### src/rtl/bisr_cfg.svh
// constants for the pack identity and status responder
`ifndef BISR_CFG_SVH
`define BISR_CFG_SVH
// command codes
`define BISR_CMD_DATE 8'h1B
`define BISR_CMD_SERIAL 8'h1C
`define BISR_CMD_MAKER 8'h20
`define BISR_CMD_MODEL 8'h21
`define BISR_CMD_CTYPE 8'h22
`define BISR_CMD_SNAP 8'h23
`define BISR_CMD_STAT 8'h2F
`define BISR_CMD_CELL_LO 8'h3C
`define BISR_CMD_CELL_HI 8'h3F
// configuration flash locations, high byte at the lower address
`define BISR_DF_FIRST 8'h08
`define BISR_DF_LAST 8'h31
`define BISR_SHADOW_N 8'h2A
`define BISR_DF_DATE 8'h08
`define BISR_DF_SERIAL 8'h0A
`define BISR_DF_HIST 8'h0C
`define BISR_DF_MAKER 8'h0E
`define BISR_DF_MODEL 8'h1A
`define BISR_DF_CTYPE 8'h22
`define BISR_DF_PACKCFG 8'h28
`define BISR_DF_GAUGE 8'h29
`define BISR_DF_MISC 8'h2A
`define BISR_DF_DEADBAND 8'h2C
`define BISR_DF_SDR 8'h2D
`define BISR_DF_LOAD 8'h2E
`define BISR_DF_BLOW 8'h2F
`define BISR_DF_NEARFULL 8'h30
// text and snapshot lengths
`define BISR_MAX_MAKER 8'h0B
`define BISR_MAX_MODEL 8'h07
`define BISR_MAX_CTYPE 8'h04
`define BISR_SNAP_LEN 8'h0D
// failure marker values
`define BISR_PF_SET 8'h66
`define BISR_PF_CLR 8'h00
// build date field positions
`define BISR_DAY_LSB 0
`define BISR_MONTH_LSB 5
`define BISR_YEAR_LSB 9
// pack status bit positions
`define BISR_ST_INSERTED 7
`define BISR_ST_EDV 6
`define BISR_ST_SEALED 5
`define BISR_ST_DQ 4
`define BISR_ST_AFE 3
`define BISR_ST_PF 2
`define BISR_ST_OVER 1
`define BISR_ST_UNDER 0
// gauge configuration bit: 1 compares lowest cell, 0 the pack
`define BISR_EDV_SRC_BIT 3
// bus address and filler for bytes past the end
`define BISR_SMB_ADDR 7'h0B
`define BISR_FILL 8'hFF
`define BISR_BIT_LAST 4'h8
`endif

### src/rtl/bisr_pkg.sv
// types for the pack identity and status responder
package bisr_pkg;
  typedef enum logic [2:0] {L_IDLE, L_ADDR, L_RX, L_ACK, L_TX, L_MACK, L_LOAD} bisr_link_state_type;
  typedef enum logic [1:0] {M_LOAD, M_RUN, M_HIST_HI, M_HIST_LO} bisr_main_state_type;
  // events from the bus engine, all one-cycle pulses
  typedef struct packed {
    logic start;
    logic rx_valid;
    logic [7:0] rx_byte;
    logic tx_next;
  } bisr_link_ev_type;
  // live gauge state from the same clock domain
  typedef struct packed {
    logic sealed;
    logic dis_qual;
    logic afe_fail;
    logic over_fault;
    logic under_fault;
    logic [7:0] fail_marker;
    logic [7:0] afe_status;
    logic [15:0] pack_mv;
    logic [15:0] edv_mv;
  } bisr_gauge_type;
  typedef logic [3:0][15:0] bisr_cell_mv_type;
endpackage : bisr_pkg

### src/rtl/bisr_responder.sv
// pack identity and status responder: flash shadow, status byte, replies
`timescale 1ns/1ps
`default_nettype none
`include "bisr_cfg.svh"
// How it works
// - read-word 0x1b returns build date word from flash bytes 0x08-0x09.
// - date word: day bits 0-4, month bits 5-8, year-1980 bits 9-15.
// - read-word 0x1c returns pack serial word from flash bytes 0x0a-0x0b.
// - read-block 0x20 returns maker text, length byte then up to 11 characters.
// - read-block 0x21 returns pack model text, length then up to 7 characters.
// - read-block 0x22 returns cell type text, length then up to 4 characters.
// - cell type text never steers charge control or gauging.
// - read-block 0x23 returns configuration snapshot, length then 13 bytes.
// - snapshot order: pack, gauge, misc(2), band, discharge, load, low, near-full(2), afe, edv.
// - read-word 0x2f: status byte low, pack configuration byte 0x28 high.
// - status bits b7..b0: inserted, edv-low, sealed, qualified, afe-fail, fail, over, under.
// - inserted bit is 1 while the pack sits in a system.
// - edv-low bit is 1 when chosen voltage is at or below the threshold.
// - sealed bit is 1 in the sealed security state.
// - front-end link fail bit is 1 while front-end communication has failed.
// - discharge-qualified bit is 1 when this discharge qualifies for update.
// - fail bit sets on marker 0x66, clears only on marker 0x00.
// - over-limit bit follows present secondary protection state, unlatched.
// - under-limit bit follows present overload or overdischarge state, unlatched.
// - commands 0x3c-0x3f return one cell voltage each in millivolts.
// - flash is read after reset and written only to store history.
module bisr_responder (
  input wire logic clk_sys_i,
  input wire logic reset_i,
  input wire logic scl_i,
  input wire logic sda_i,
  output logic sda_o,
  output logic sda_oe_o,
  output logic [7:0] df_addr_o,
  input wire logic [7:0] df_rdata_i,
  output logic [7:0] df_wdata_o,
  output logic df_we_o,
  input wire logic hist_store_i,
  input wire logic [15:0] hist_word_i,
  input wire logic inserted_i,
  input wire bisr_pkg::bisr_gauge_type gauge_i,
  input wire bisr_pkg::bisr_cell_mv_type cells_i,
  output logic cfg_ready_o,
  output logic [7:0] pack_status_o
);
  bisr_pkg::bisr_main_state_type state_q;
  bisr_pkg::bisr_link_ev_type ev;
  logic [7:0] shadow_q [0:41];
  logic [7:0] ld_ptr_q;
  logic [7:0] cap_addr_q;
  logic cap_q;
  logic ready_q;
  logic [7:0] df_addr_q, df_wdata_q;
  logic df_we_q;
  logic [15:0] hist_q;
  logic ins_m_q, ins_s_q;
  logic pf_q;
  logic [7:0] status_q;
  logic [7:0] cmd_q;
  logic got_cmd_q;
  logic [7:0] idx_q;
  logic [15:0] word_q;
  logic sda_lo_q;
  logic link_oe;
  logic [7:0] tx_byte;
  logic [15:0] edv_src_mv, cell_min_mv, lo_pair_mv, hi_pair_mv, word_d;
  logic edv_low;
  logic [7:0] cap_off;
  logic [7:0] gauge_cfg;

  // shadow byte at a flash address; outside the shadow reads as filler
  function automatic logic [7:0] df_byte(input logic [7:0] a);
    logic [7:0] off;
    off = a - `BISR_DF_FIRST;
    df_byte = (off < `BISR_SHADOW_N) ? shadow_q[off[5:0]] : `BISR_FILL;
  endfunction : df_byte

  // stored word, high byte held at the lower address
  function automatic logic [15:0] df_word(input logic [7:0] a);
    df_word = {df_byte(a), df_byte(a + 8'h01)};
  endfunction : df_word

  // text reply: clamped length byte, then characters, then filler
  function automatic logic [7:0] text_byte(input logic [7:0] base, input logic [7:0] max,
                                           input logic [7:0] idx);
    logic [7:0] len;
    len = (df_byte(base) > max) ? max : df_byte(base);
    if (idx == 8'h00)
      text_byte = len;
    else if (idx <= len)
      text_byte = df_byte(base + idx);
    else
      text_byte = `BISR_FILL;
  endfunction : text_byte

  // snapshot reply in its fixed order
  function automatic logic [7:0] snap_byte(input logic [7:0] idx, input logic [15:0] edv,
                                           input logic [7:0] afe);
    case (idx)
      8'h00: snap_byte = `BISR_SNAP_LEN;
      8'h01: snap_byte = df_byte(`BISR_DF_PACKCFG);
      8'h02: snap_byte = df_byte(`BISR_DF_GAUGE);
      8'h03: snap_byte = df_byte(`BISR_DF_MISC);
      8'h04: snap_byte = df_byte(`BISR_DF_MISC + 8'h01);
      8'h05: snap_byte = df_byte(`BISR_DF_DEADBAND);
      8'h06: snap_byte = df_byte(`BISR_DF_SDR);
      8'h07: snap_byte = df_byte(`BISR_DF_LOAD);
      8'h08: snap_byte = df_byte(`BISR_DF_BLOW);
      8'h09: snap_byte = df_byte(`BISR_DF_NEARFULL);
      8'h0A: snap_byte = df_byte(`BISR_DF_NEARFULL + 8'h01);
      8'h0B: snap_byte = afe;
      8'h0C: snap_byte = edv[7:0];
      8'h0D: snap_byte = edv[15:8];
      default: snap_byte = `BISR_FILL;
    endcase
  endfunction : snap_byte

  // flash load after reset, then history writes only
  always_ff @(posedge clk_sys_i)
  begin
    if (reset_i)
    begin
      state_q <= bisr_pkg::M_LOAD;
      ld_ptr_q <= `BISR_DF_FIRST;
      cap_q <= 1'b0;
      cap_addr_q <= 8'h00;
      df_addr_q <= 8'h00;
      df_wdata_q <= 8'h00;
      df_we_q <= 1'b0;
      hist_q <= 16'h0000;
      ready_q <= 1'b0;
    end
    else
    begin
      cap_q <= 1'b0;
      df_we_q <= 1'b0;
      ready_q <= (state_q != bisr_pkg::M_LOAD) && !cap_q;
      case (state_q)
        bisr_pkg::M_LOAD:
        begin
          df_addr_q <= ld_ptr_q;
          cap_addr_q <= ld_ptr_q;
          cap_q <= 1'b1;
          ld_ptr_q <= ld_ptr_q + 8'h01;
          if (ld_ptr_q == `BISR_DF_LAST)
            state_q <= bisr_pkg::M_RUN;
        end
        bisr_pkg::M_RUN:
        begin
          if (hist_store_i)
          begin
            hist_q <= hist_word_i;
            state_q <= bisr_pkg::M_HIST_HI;
          end
        end
        bisr_pkg::M_HIST_HI:
        begin
          df_addr_q <= `BISR_DF_HIST;
          df_wdata_q <= hist_q[15:8];
          df_we_q <= 1'b1;
          state_q <= bisr_pkg::M_HIST_LO;
        end
        bisr_pkg::M_HIST_LO:
        begin
          df_addr_q <= `BISR_DF_HIST + 8'h01;
          df_wdata_q <= hist_q[7:0];
          df_we_q <= 1'b1;
          state_q <= bisr_pkg::M_RUN;
        end
        default: state_q <= bisr_pkg::M_LOAD;
      endcase
    end
  end

  // flash answers one cycle after the address
  assign cap_off = cap_addr_q - `BISR_DF_FIRST;
  always_ff @(posedge clk_sys_i)
  begin
    if (cap_q)
      shadow_q[cap_off[5:0]] <= df_rdata_i;
  end

  // voltage source chosen by the gauge configuration option
  assign lo_pair_mv = (cells_i[0] < cells_i[1]) ? cells_i[0] : cells_i[1];
  assign hi_pair_mv = (cells_i[2] < cells_i[3]) ? cells_i[2] : cells_i[3];
  assign cell_min_mv = (lo_pair_mv < hi_pair_mv) ? lo_pair_mv : hi_pair_mv;
  assign gauge_cfg = shadow_q[6'(`BISR_DF_GAUGE - `BISR_DF_FIRST)]; // direct read, so it follows the load
  assign edv_src_mv = gauge_cfg[`BISR_EDV_SRC_BIT] ? cell_min_mv : gauge_i.pack_mv;
  assign edv_low = (edv_src_mv <= gauge_i.edv_mv);

  // inserted comes from a pin, so it is synchronised first
  always_ff @(posedge clk_sys_i)
  begin
    if (reset_i)
    begin
      ins_m_q <= 1'b0;
      ins_s_q <= 1'b0;
    end
    else
    begin
      ins_m_q <= inserted_i;
      ins_s_q <= ins_m_q;
    end
  end

  // fail bit holds on any marker value other than the two known ones
  always_ff @(posedge clk_sys_i)
  begin
    if (reset_i)
      pf_q <= 1'b0;
    else if (gauge_i.fail_marker == `BISR_PF_SET)
      pf_q <= 1'b1;
    else if (gauge_i.fail_marker == `BISR_PF_CLR)
      pf_q <= 1'b0;
  end

  // status byte refreshed every cycle; over and under fault bits are never latched
  always_ff @(posedge clk_sys_i)
  begin
    if (reset_i)
      status_q <= 8'h00;
    else
    begin
      status_q[`BISR_ST_INSERTED] <= ins_s_q;
      status_q[`BISR_ST_EDV] <= edv_low;
      status_q[`BISR_ST_SEALED] <= gauge_i.sealed;
      status_q[`BISR_ST_DQ] <= gauge_i.dis_qual;
      status_q[`BISR_ST_AFE] <= gauge_i.afe_fail;
      status_q[`BISR_ST_PF] <= pf_q;
      status_q[`BISR_ST_OVER] <= gauge_i.over_fault;
      status_q[`BISR_ST_UNDER] <= gauge_i.under_fault;
    end
  end

  // word replies; date word passes with its day/month/year layout intact
  assign word_d =
    (ev.rx_byte == `BISR_CMD_DATE) ? df_word(`BISR_DF_DATE) :
    (ev.rx_byte == `BISR_CMD_SERIAL) ? df_word(`BISR_DF_SERIAL) :
    (ev.rx_byte == `BISR_CMD_STAT) ? {df_byte(`BISR_DF_PACKCFG), status_q} :
    (ev.rx_byte == `BISR_CMD_CELL_LO) ? cells_i[3] :
    (ev.rx_byte == `BISR_CMD_CELL_LO + 8'h01) ? cells_i[2] :
    (ev.rx_byte == `BISR_CMD_CELL_LO + 8'h02) ? cells_i[1] :
    (ev.rx_byte == `BISR_CMD_CELL_HI) ? cells_i[0] :
    (ev.rx_byte == `BISR_CMD_SNAP) ? gauge_i.edv_mv :
    {`BISR_FILL, `BISR_FILL};

  // command and byte index; the word is frozen so its halves never tear
  always_ff @(posedge clk_sys_i)
  begin
    if (reset_i)
    begin
      cmd_q <= 8'h00;
      got_cmd_q <= 1'b0;
      idx_q <= 8'h00;
      word_q <= 16'h0000;
    end
    else if (ev.start)
    begin
      got_cmd_q <= 1'b0;
      idx_q <= 8'h00;
    end
    else if (ev.rx_valid && !got_cmd_q)
    begin
      cmd_q <= ev.rx_byte;
      got_cmd_q <= 1'b1;
      idx_q <= 8'h00;
      word_q <= word_d;
    end
    else if (ev.tx_next && idx_q != 8'hFF)
      idx_q <= idx_q + 8'h01;
  end

  // byte to send; text bytes only ever reach the bus
  assign tx_byte =
    (cmd_q == `BISR_CMD_MAKER) ? text_byte(`BISR_DF_MAKER, `BISR_MAX_MAKER, idx_q) :
    (cmd_q == `BISR_CMD_MODEL) ? text_byte(`BISR_DF_MODEL, `BISR_MAX_MODEL, idx_q) :
    (cmd_q == `BISR_CMD_CTYPE) ? text_byte(`BISR_DF_CTYPE, `BISR_MAX_CTYPE, idx_q) :
    (cmd_q == `BISR_CMD_SNAP) ? snap_byte(idx_q, word_q, gauge_i.afe_status) :
    (idx_q == 8'h00) ? word_q[7:0] :
    (idx_q == 8'h01) ? word_q[15:8] :
    `BISR_FILL;

  // bus engine answers only once the shadow is filled
  bisr_smb_link u_link (
    .clk_sys_i(clk_sys_i),
    .reset_i(reset_i),
    .scl_i(scl_i),
    .sda_i(sda_i),
    .en_i(ready_q),
    .tx_byte_i(tx_byte),
    .sda_oe_o(link_oe),
    .ev_o(ev)
  );

  // open-drain data line only ever pulls low
  always_ff @(posedge clk_sys_i)
  begin
    sda_lo_q <= 1'b0;
  end

  assign sda_o = sda_lo_q;
  assign sda_oe_o = link_oe;
  assign df_addr_o = df_addr_q;
  assign df_wdata_o = df_wdata_q;
  assign df_we_o = df_we_q;
  assign cfg_ready_o = ready_q;
  assign pack_status_o = status_q;
endmodule : bisr_responder
`default_nettype wire

### src/rtl/bisr_smb_link.sv
// serial bus slave engine: start/stop, address match, byte shift, acks
`timescale 1ns/1ps
`default_nettype none
`include "bisr_cfg.svh"
module bisr_smb_link (
  input wire logic clk_sys_i,
  input wire logic reset_i,
  input wire logic scl_i,
  input wire logic sda_i,
  input wire logic en_i,
  input wire logic [7:0] tx_byte_i,
  output logic sda_oe_o,
  output bisr_pkg::bisr_link_ev_type ev_o
);
  bisr_pkg::bisr_link_state_type state_q;
  logic scl_m_q, scl_s_q, scl_p_q, sda_m_q, sda_s_q, sda_p_q;
  logic [7:0] sh_q;
  logic [3:0] cnt_q;
  logic rw_q;
  logic oe_q;
  bisr_pkg::bisr_link_ev_type ev_q;
  logic rise, fall, start_c, stop_c, addr_hit;

  // two-stage synchronisers plus one stage for edge finding
  always_ff @(posedge clk_sys_i)
  begin
    scl_m_q <= scl_i;
    scl_s_q <= scl_m_q;
    scl_p_q <= scl_s_q;
    sda_m_q <= sda_i;
    sda_s_q <= sda_m_q;
    sda_p_q <= sda_s_q;
  end

  // bus conditions seen on the synchronised lines
  assign rise = scl_s_q & ~scl_p_q;
  assign fall = ~scl_s_q & scl_p_q;
  assign start_c = scl_s_q & scl_p_q & sda_p_q & ~sda_s_q;
  assign stop_c = scl_s_q & scl_p_q & ~sda_p_q & sda_s_q;
  assign addr_hit = en_i && (sh_q[7:1] == `BISR_SMB_ADDR);

  // sda changes only after a seen fall, so never while scl is high
  always_ff @(posedge clk_sys_i)
  begin
    if (reset_i)
    begin
      state_q <= bisr_pkg::L_IDLE;
      sh_q <= 8'h00;
      cnt_q <= 4'h0;
      rw_q <= 1'b0;
      oe_q <= 1'b0;
      ev_q <= '0;
    end
    else
    begin
      ev_q <= '0;
      if (start_c)
      begin
        state_q <= bisr_pkg::L_ADDR;
        cnt_q <= 4'h0;
        oe_q <= 1'b0;
        ev_q.start <= 1'b1;
      end
      else if (stop_c)
      begin
        state_q <= bisr_pkg::L_IDLE;
        oe_q <= 1'b0;
      end
      else
      begin
        case (state_q)
          bisr_pkg::L_ADDR, bisr_pkg::L_RX:
          begin
            if (rise)
            begin
              sh_q <= {sh_q[6:0], sda_s_q};
              cnt_q <= cnt_q + 4'h1;
            end
            else if (fall && cnt_q == `BISR_BIT_LAST)
            begin
              cnt_q <= 4'h0;
              if (state_q == bisr_pkg::L_RX)
              begin
                oe_q <= 1'b1;
                state_q <= bisr_pkg::L_ACK;
                ev_q.rx_valid <= 1'b1;
                ev_q.rx_byte <= sh_q;
              end
              else if (addr_hit)
              begin
                oe_q <= 1'b1;
                rw_q <= sh_q[0];
                state_q <= bisr_pkg::L_ACK;
              end
              else
                state_q <= bisr_pkg::L_IDLE;
            end
          end
          bisr_pkg::L_ACK:
          begin
            if (fall && rw_q)
            begin
              sh_q <= tx_byte_i;
              oe_q <= ~tx_byte_i[7];
              ev_q.tx_next <= 1'b1;
              state_q <= bisr_pkg::L_TX;
            end
            else if (fall)
            begin
              oe_q <= 1'b0;
              state_q <= bisr_pkg::L_RX;
            end
          end
          bisr_pkg::L_TX:
          begin
            if (rise)
              cnt_q <= cnt_q + 4'h1;
            else if (fall && cnt_q == `BISR_BIT_LAST)
            begin
              oe_q <= 1'b0;
              state_q <= bisr_pkg::L_MACK;
            end
            else if (fall)
            begin
              sh_q <= {sh_q[6:0], 1'b0};
              oe_q <= ~sh_q[6];
            end
          end
          // a nack from the host ends the read
          bisr_pkg::L_MACK:
            if (rise)
              state_q <= sda_s_q ? bisr_pkg::L_IDLE : bisr_pkg::L_LOAD;
          bisr_pkg::L_LOAD:
          begin
            if (fall)
            begin
              sh_q <= tx_byte_i;
              oe_q <= ~tx_byte_i[7];
              ev_q.tx_next <= 1'b1;
              cnt_q <= 4'h0;
              state_q <= bisr_pkg::L_TX;
            end
          end
          default: state_q <= bisr_pkg::L_IDLE;
        endcase
      end
    end
  end

  assign sda_oe_o = oe_q;
  assign ev_o = ev_q;
endmodule : bisr_smb_link
`default_nettype wire

### config.mk
export PLATFORM = sky130hd
export DESIGN_NAME = bisr_responder
export DESIGN_NICKNAME = d
export VERILOG_FILES = /design/src/rtl/bisr_pkg.sv /design/src/rtl/bisr_responder.sv /design/src/rtl/bisr_smb_link.sv
export VERILOG_INCLUDE_DIRS = /design/src /design/src/rtl
export SDC_FILE = /design/constraint.sdc
export NUM_CORES = 1
export LEC_CHECK = 0
export CORE_MARGIN = 2
export CORE_UTILIZATION = 50
export DETAILED_ROUTE_END_ITERATION = 16
export DONT_BUFFER_PORTS = 1
export MAX_ROUTING_LAYER = met4
export PLACE_DENSITY = 0.65
export SYNTH_ARGS = -nofsm -noshare
export SYNTH_HDL_FRONTEND = slang
export SYNTH_SLANG_ARGS = --single-unit
### constraint.sdc
create_clock -name clk_sys_i -period 11.23 [get_ports clk_sys_i]
set_clock_uncertainty 0.2 [all_clocks]
set_input_delay 1.6845 -clock clk_sys_i [delete_from_list [all_inputs] [get_ports clk_sys_i]]
set_output_delay 1.6845 -clock clk_sys_i [all_outputs]
set_load 0.01 [all_outputs]
==> metrics.csv <==
stage,metric,value,unit
run_status,status,"finished, final reports clean",
layout,ff_latch_area,14100,sq um
synthesis,synth_area_leader_cell,edfxtp_1,
drt,drt_pass1_iterations,6,
setup_path,slowest_delay,430,ps
layout,nets,2564,
sta,drv_slew,0,
global_route,grt_pass1_vias,20100,
setup_path,reg2reg_from,idx_q[2]$_SDFFE_PP0P_,
clock_network,numCtsBuffers,56,
drt,routed_wirelength,91600,um
floorplan,die_h,243,um
setup_path,start_kind,input port,
sta,max_freq,0.153,GHz
clock_network,cts_tree,yes,
synthesis,synth.most_common_cell,edfxtp_1,
flow_run,drv_cap,0,
placed_design,portBuffers,0,
drt,drc_errors,0,
synthesis,ys_seq_area_share,49.6,%
layout,fillerInstances,4773,
synthesis,synth_flop_cell,edfxtp_1,
floorplan,fp.coreArea,56400,sq um
global_route,overflow,0,
synthesis,synthesis.area,28500,sq um
synthesis,synth_compound_area_share,11.4,%
global_route,grt_pass1_wl,136000,um
setup_path,cp_data_required_time,11610,ps
global_route,grt_usage,31.9,%
power_and_ir_drop,vdd_drop_max,0.000142,V
setup_path,r2r_cells,12,
drt,wire_per_inst,29.4,um
setup_path,cp-end-kind,register,
drt,ant_nets,0,
synthesis,synth_cell_types,84,
sta,finalCritPeriodShare,58.1,%
synthesis,synth_fa_ha_area_share,4.43,%
setup_path,cp.arrival,6910,ps
setup_path,crit_top_cell,a21oi_1,
setup_path,r2r-end,u_link.sda_oe_o$_SDFFE_PP0P_,
sta,rsz0062_at_grt,no,
placed_design,finalWeightedCongestion,0.999,
synthesis,synth_top_family_by_area,multiplexers,
placed_design,hpwlAfterDp,66900,um
synthesis,synthArstFlopShare,0,%
layout,antennaDiodeCount,0,
global_route,antenna_found_initial,2,
power_and_ir_drop,power,4310,uW
sta,setup_tns,0,ps
clock_network,cts_resized,0,
synthesis,yosys_register_bits,513,
sta,timing.final.crit_period,6530,ps
layout,layout-drive-gt1-share,14.1,%
synthesis,synth_common_cells,"edfxtp_1 (384), nor2_1 (225), nand2_1 (199)",
floorplan,die-width,243,um
global_route,grt_max_degree,102,
power_and_ir_drop,p_per_area,140,nW/um^2
clock_network,ctsHoldBuffers,0,
clock_network,htree_num_levels,2,
floorplan,initial_core_util,50.5,%
min_path,hold_path_class,register to register,
clock_network,cts_root_buf,clkbuf_16,
synthesis,synth-edff-count,384,
synthesis,syn_inst,2365,
floorplan,pin_count,175,
synthesis,synth.area.top_cells,"edfxtp_1 (40%), mux4_2 (13%), dfxtp_1 (9.1%)",
synthesis,synth_xor_area_share,1.03,%
synthesis,synth_mux_area_share,18.5,%
drt,via_count,20900,
setup_path,r2r_slack,6000,ps
sta,maxSlewHeadroom,20.2,%
clock_network,insertion_delay,640,ps
setup_path,critPathKind,input port to register,
drt,vias_per_cell,6.69,
clock_network,max-clock-path-buffers,3,
sta,tightest_slew,1190,ps
min_path,holdPathStages,0,
min_path,min_from,u_link.scl_m_q$_DFF_P_,
min_path,min_to,u_link.scl_s_q$_DFF_P_,
setup_path,crit_fanout,31,
clock_network,cts_setup_buffers,0,
floorplan,die-area,58900,sq um
floorplan,rows,87,
sta,finalHoldViolCount,0,
clock_network,cts.clk_slew.worst_paths,60,ps
layout,synthToLayoutAreaGrowth,8.43,%
synthesis,synthSimpleGateAreaFrac,11.2,%
layout,multiInputGateArea,13400,sq um
drt,drt_iter0_markers,2535,
clock_network,numClockSinks,513,
synthesis,postSynthAreaPerCell,12.0,sq um
setup_path,slowest_stage,o41ai_2,
sta,setup_viol,0,
synthesis,ys_warn_count,0,
power_and_ir_drop,p_leak,0.0105,uW
synthesis,netlist.area_leader.share,40.5,%
==> cell usage in the layout (no fill, tap or decap), types with 18 or more instances in the layout <==
cell type,count
mux4_2,170
buf_4,34
dfxtp_1,126
edfxtp_1,384
mux2i_1,67
inv_1,77
o21ai_0,78
o221ai_1,20
nor2b_1,35
o22ai_1,57
and2_1,21
ha_1,99
nand2b_1,25
a22oi_1,24
nor3_1,53
clkbuf_16,58
a211oi_1,26
nand3_1,54
a31oi_1,20
a21oi_1,172
nor2_1,225
nand2_1,199
nand4_1,26
mux2_2,18
mux4_1,21
==> critical path, delay by kind of cell <==
kind / cells / cell delay [ps]
compound gates: 17 / 3070
fa+ha+maj: 3 / 890
buf+inv: 3 / 660
simple gates: 6 / 560
==> registers in the layout, indices dropped and copies added, names as in the netlist, 2 cells and up <==
name and flops:
idx_q 8, ld_ptr_q 8, hist_q 16, u_link.state_q 3
state_q 2, u_link.ev_o 11, cmd_q 8, df_addr_o 8
shadow_q 384, u_link.cnt_q 4, word_q 16, cap_addr_q 6
pack_status_o 8, u_link.sh_q 8, df_wdata_o 8
==> area by class of cell <==
cell class	count	area share, %
flip-flops and latches	513	45.7
inverters	81	0.985
clock inverters	22	0.843
multi-input cells	1631	43.3
well taps	756	3.06
clock buffers	81	5.27
repair buffers	34	0.827
==> report_power, final <==
part	total (uW)	internal, uW	switching (uW)
registers	2130	2080	46.3
logic	322	120	202
clock network	1860	1080	782
==> metrics by stage <==
| stage | cells | setup WS [ps] | instance area, sq um | hold slack, ps | utilization, % |
|---|---|---|---|---|---|
| after floorplan | 2378 | 4310 | 28500 | 110 | - |
| after global placement | 3015 | 4180 | 29000 | 118 | 51.4 |
| after detailed placement | 3015 | 4090 | 29000 | 116 | 51.4 |
| after CTS | 3118 | 4750 | 30900 | 129 | 54.8 |
| after global routing | 3118 | 4320 | 30900 | 138 | 54.8 |
| final | 3118 | 4700 | 30900 | 126 | 54.8 |
==> kinds of logic (layout without fill, tap and decap cells) <==
group | count (synthesis) | count (layout)
XOR/XNOR | 31 | 31
AO/OA/AOI/OAI | 515 | 515
AND/OR/NAND/NOR | 693 | 693
buffers and inverters | 234 | 218
adder cells (fa/ha/maj) | 101 | 101
flip-flops | 513 | 513
other | 2 | 15
multiplexers | 276 | 276
==> worst max-delay path by stage <==
stage                startpoint                     endpoint  cells past startpoint
finish              cells_i[57]  pack_status_o[6]$_SDFF_PP0_                     29
global route        cells_i[57]  pack_status_o[6]$_SDFF_PP0_                     29
CTS                 cells_i[57]  pack_status_o[6]$_SDFF_PP0_                     29
detailed placement  cells_i[57]  pack_status_o[6]$_SDFF_PP0_                     29
global placement    cells_i[26]  pack_status_o[6]$_SDFF_PP0_                     27
floorplan           cells_i[30]  pack_status_o[6]$_SDFF_PP0_                     27
==> metal layers <==
| metal | vias up | routed length [um] | track usage [%] |
|---|---|---|---|
| li1 | 9069 | - | - |
| met1 | 10400 | 37100 | 43.4 |
| met2 | 1192 | 42100 | 48.6 |
| met3 | 178 | 8670 | 5.27 |
| met4 | 0 | 3750 | 11.9 |
| met5 | - | 0 | - |
Note: power is estimated with default switching activity, not from simulation.
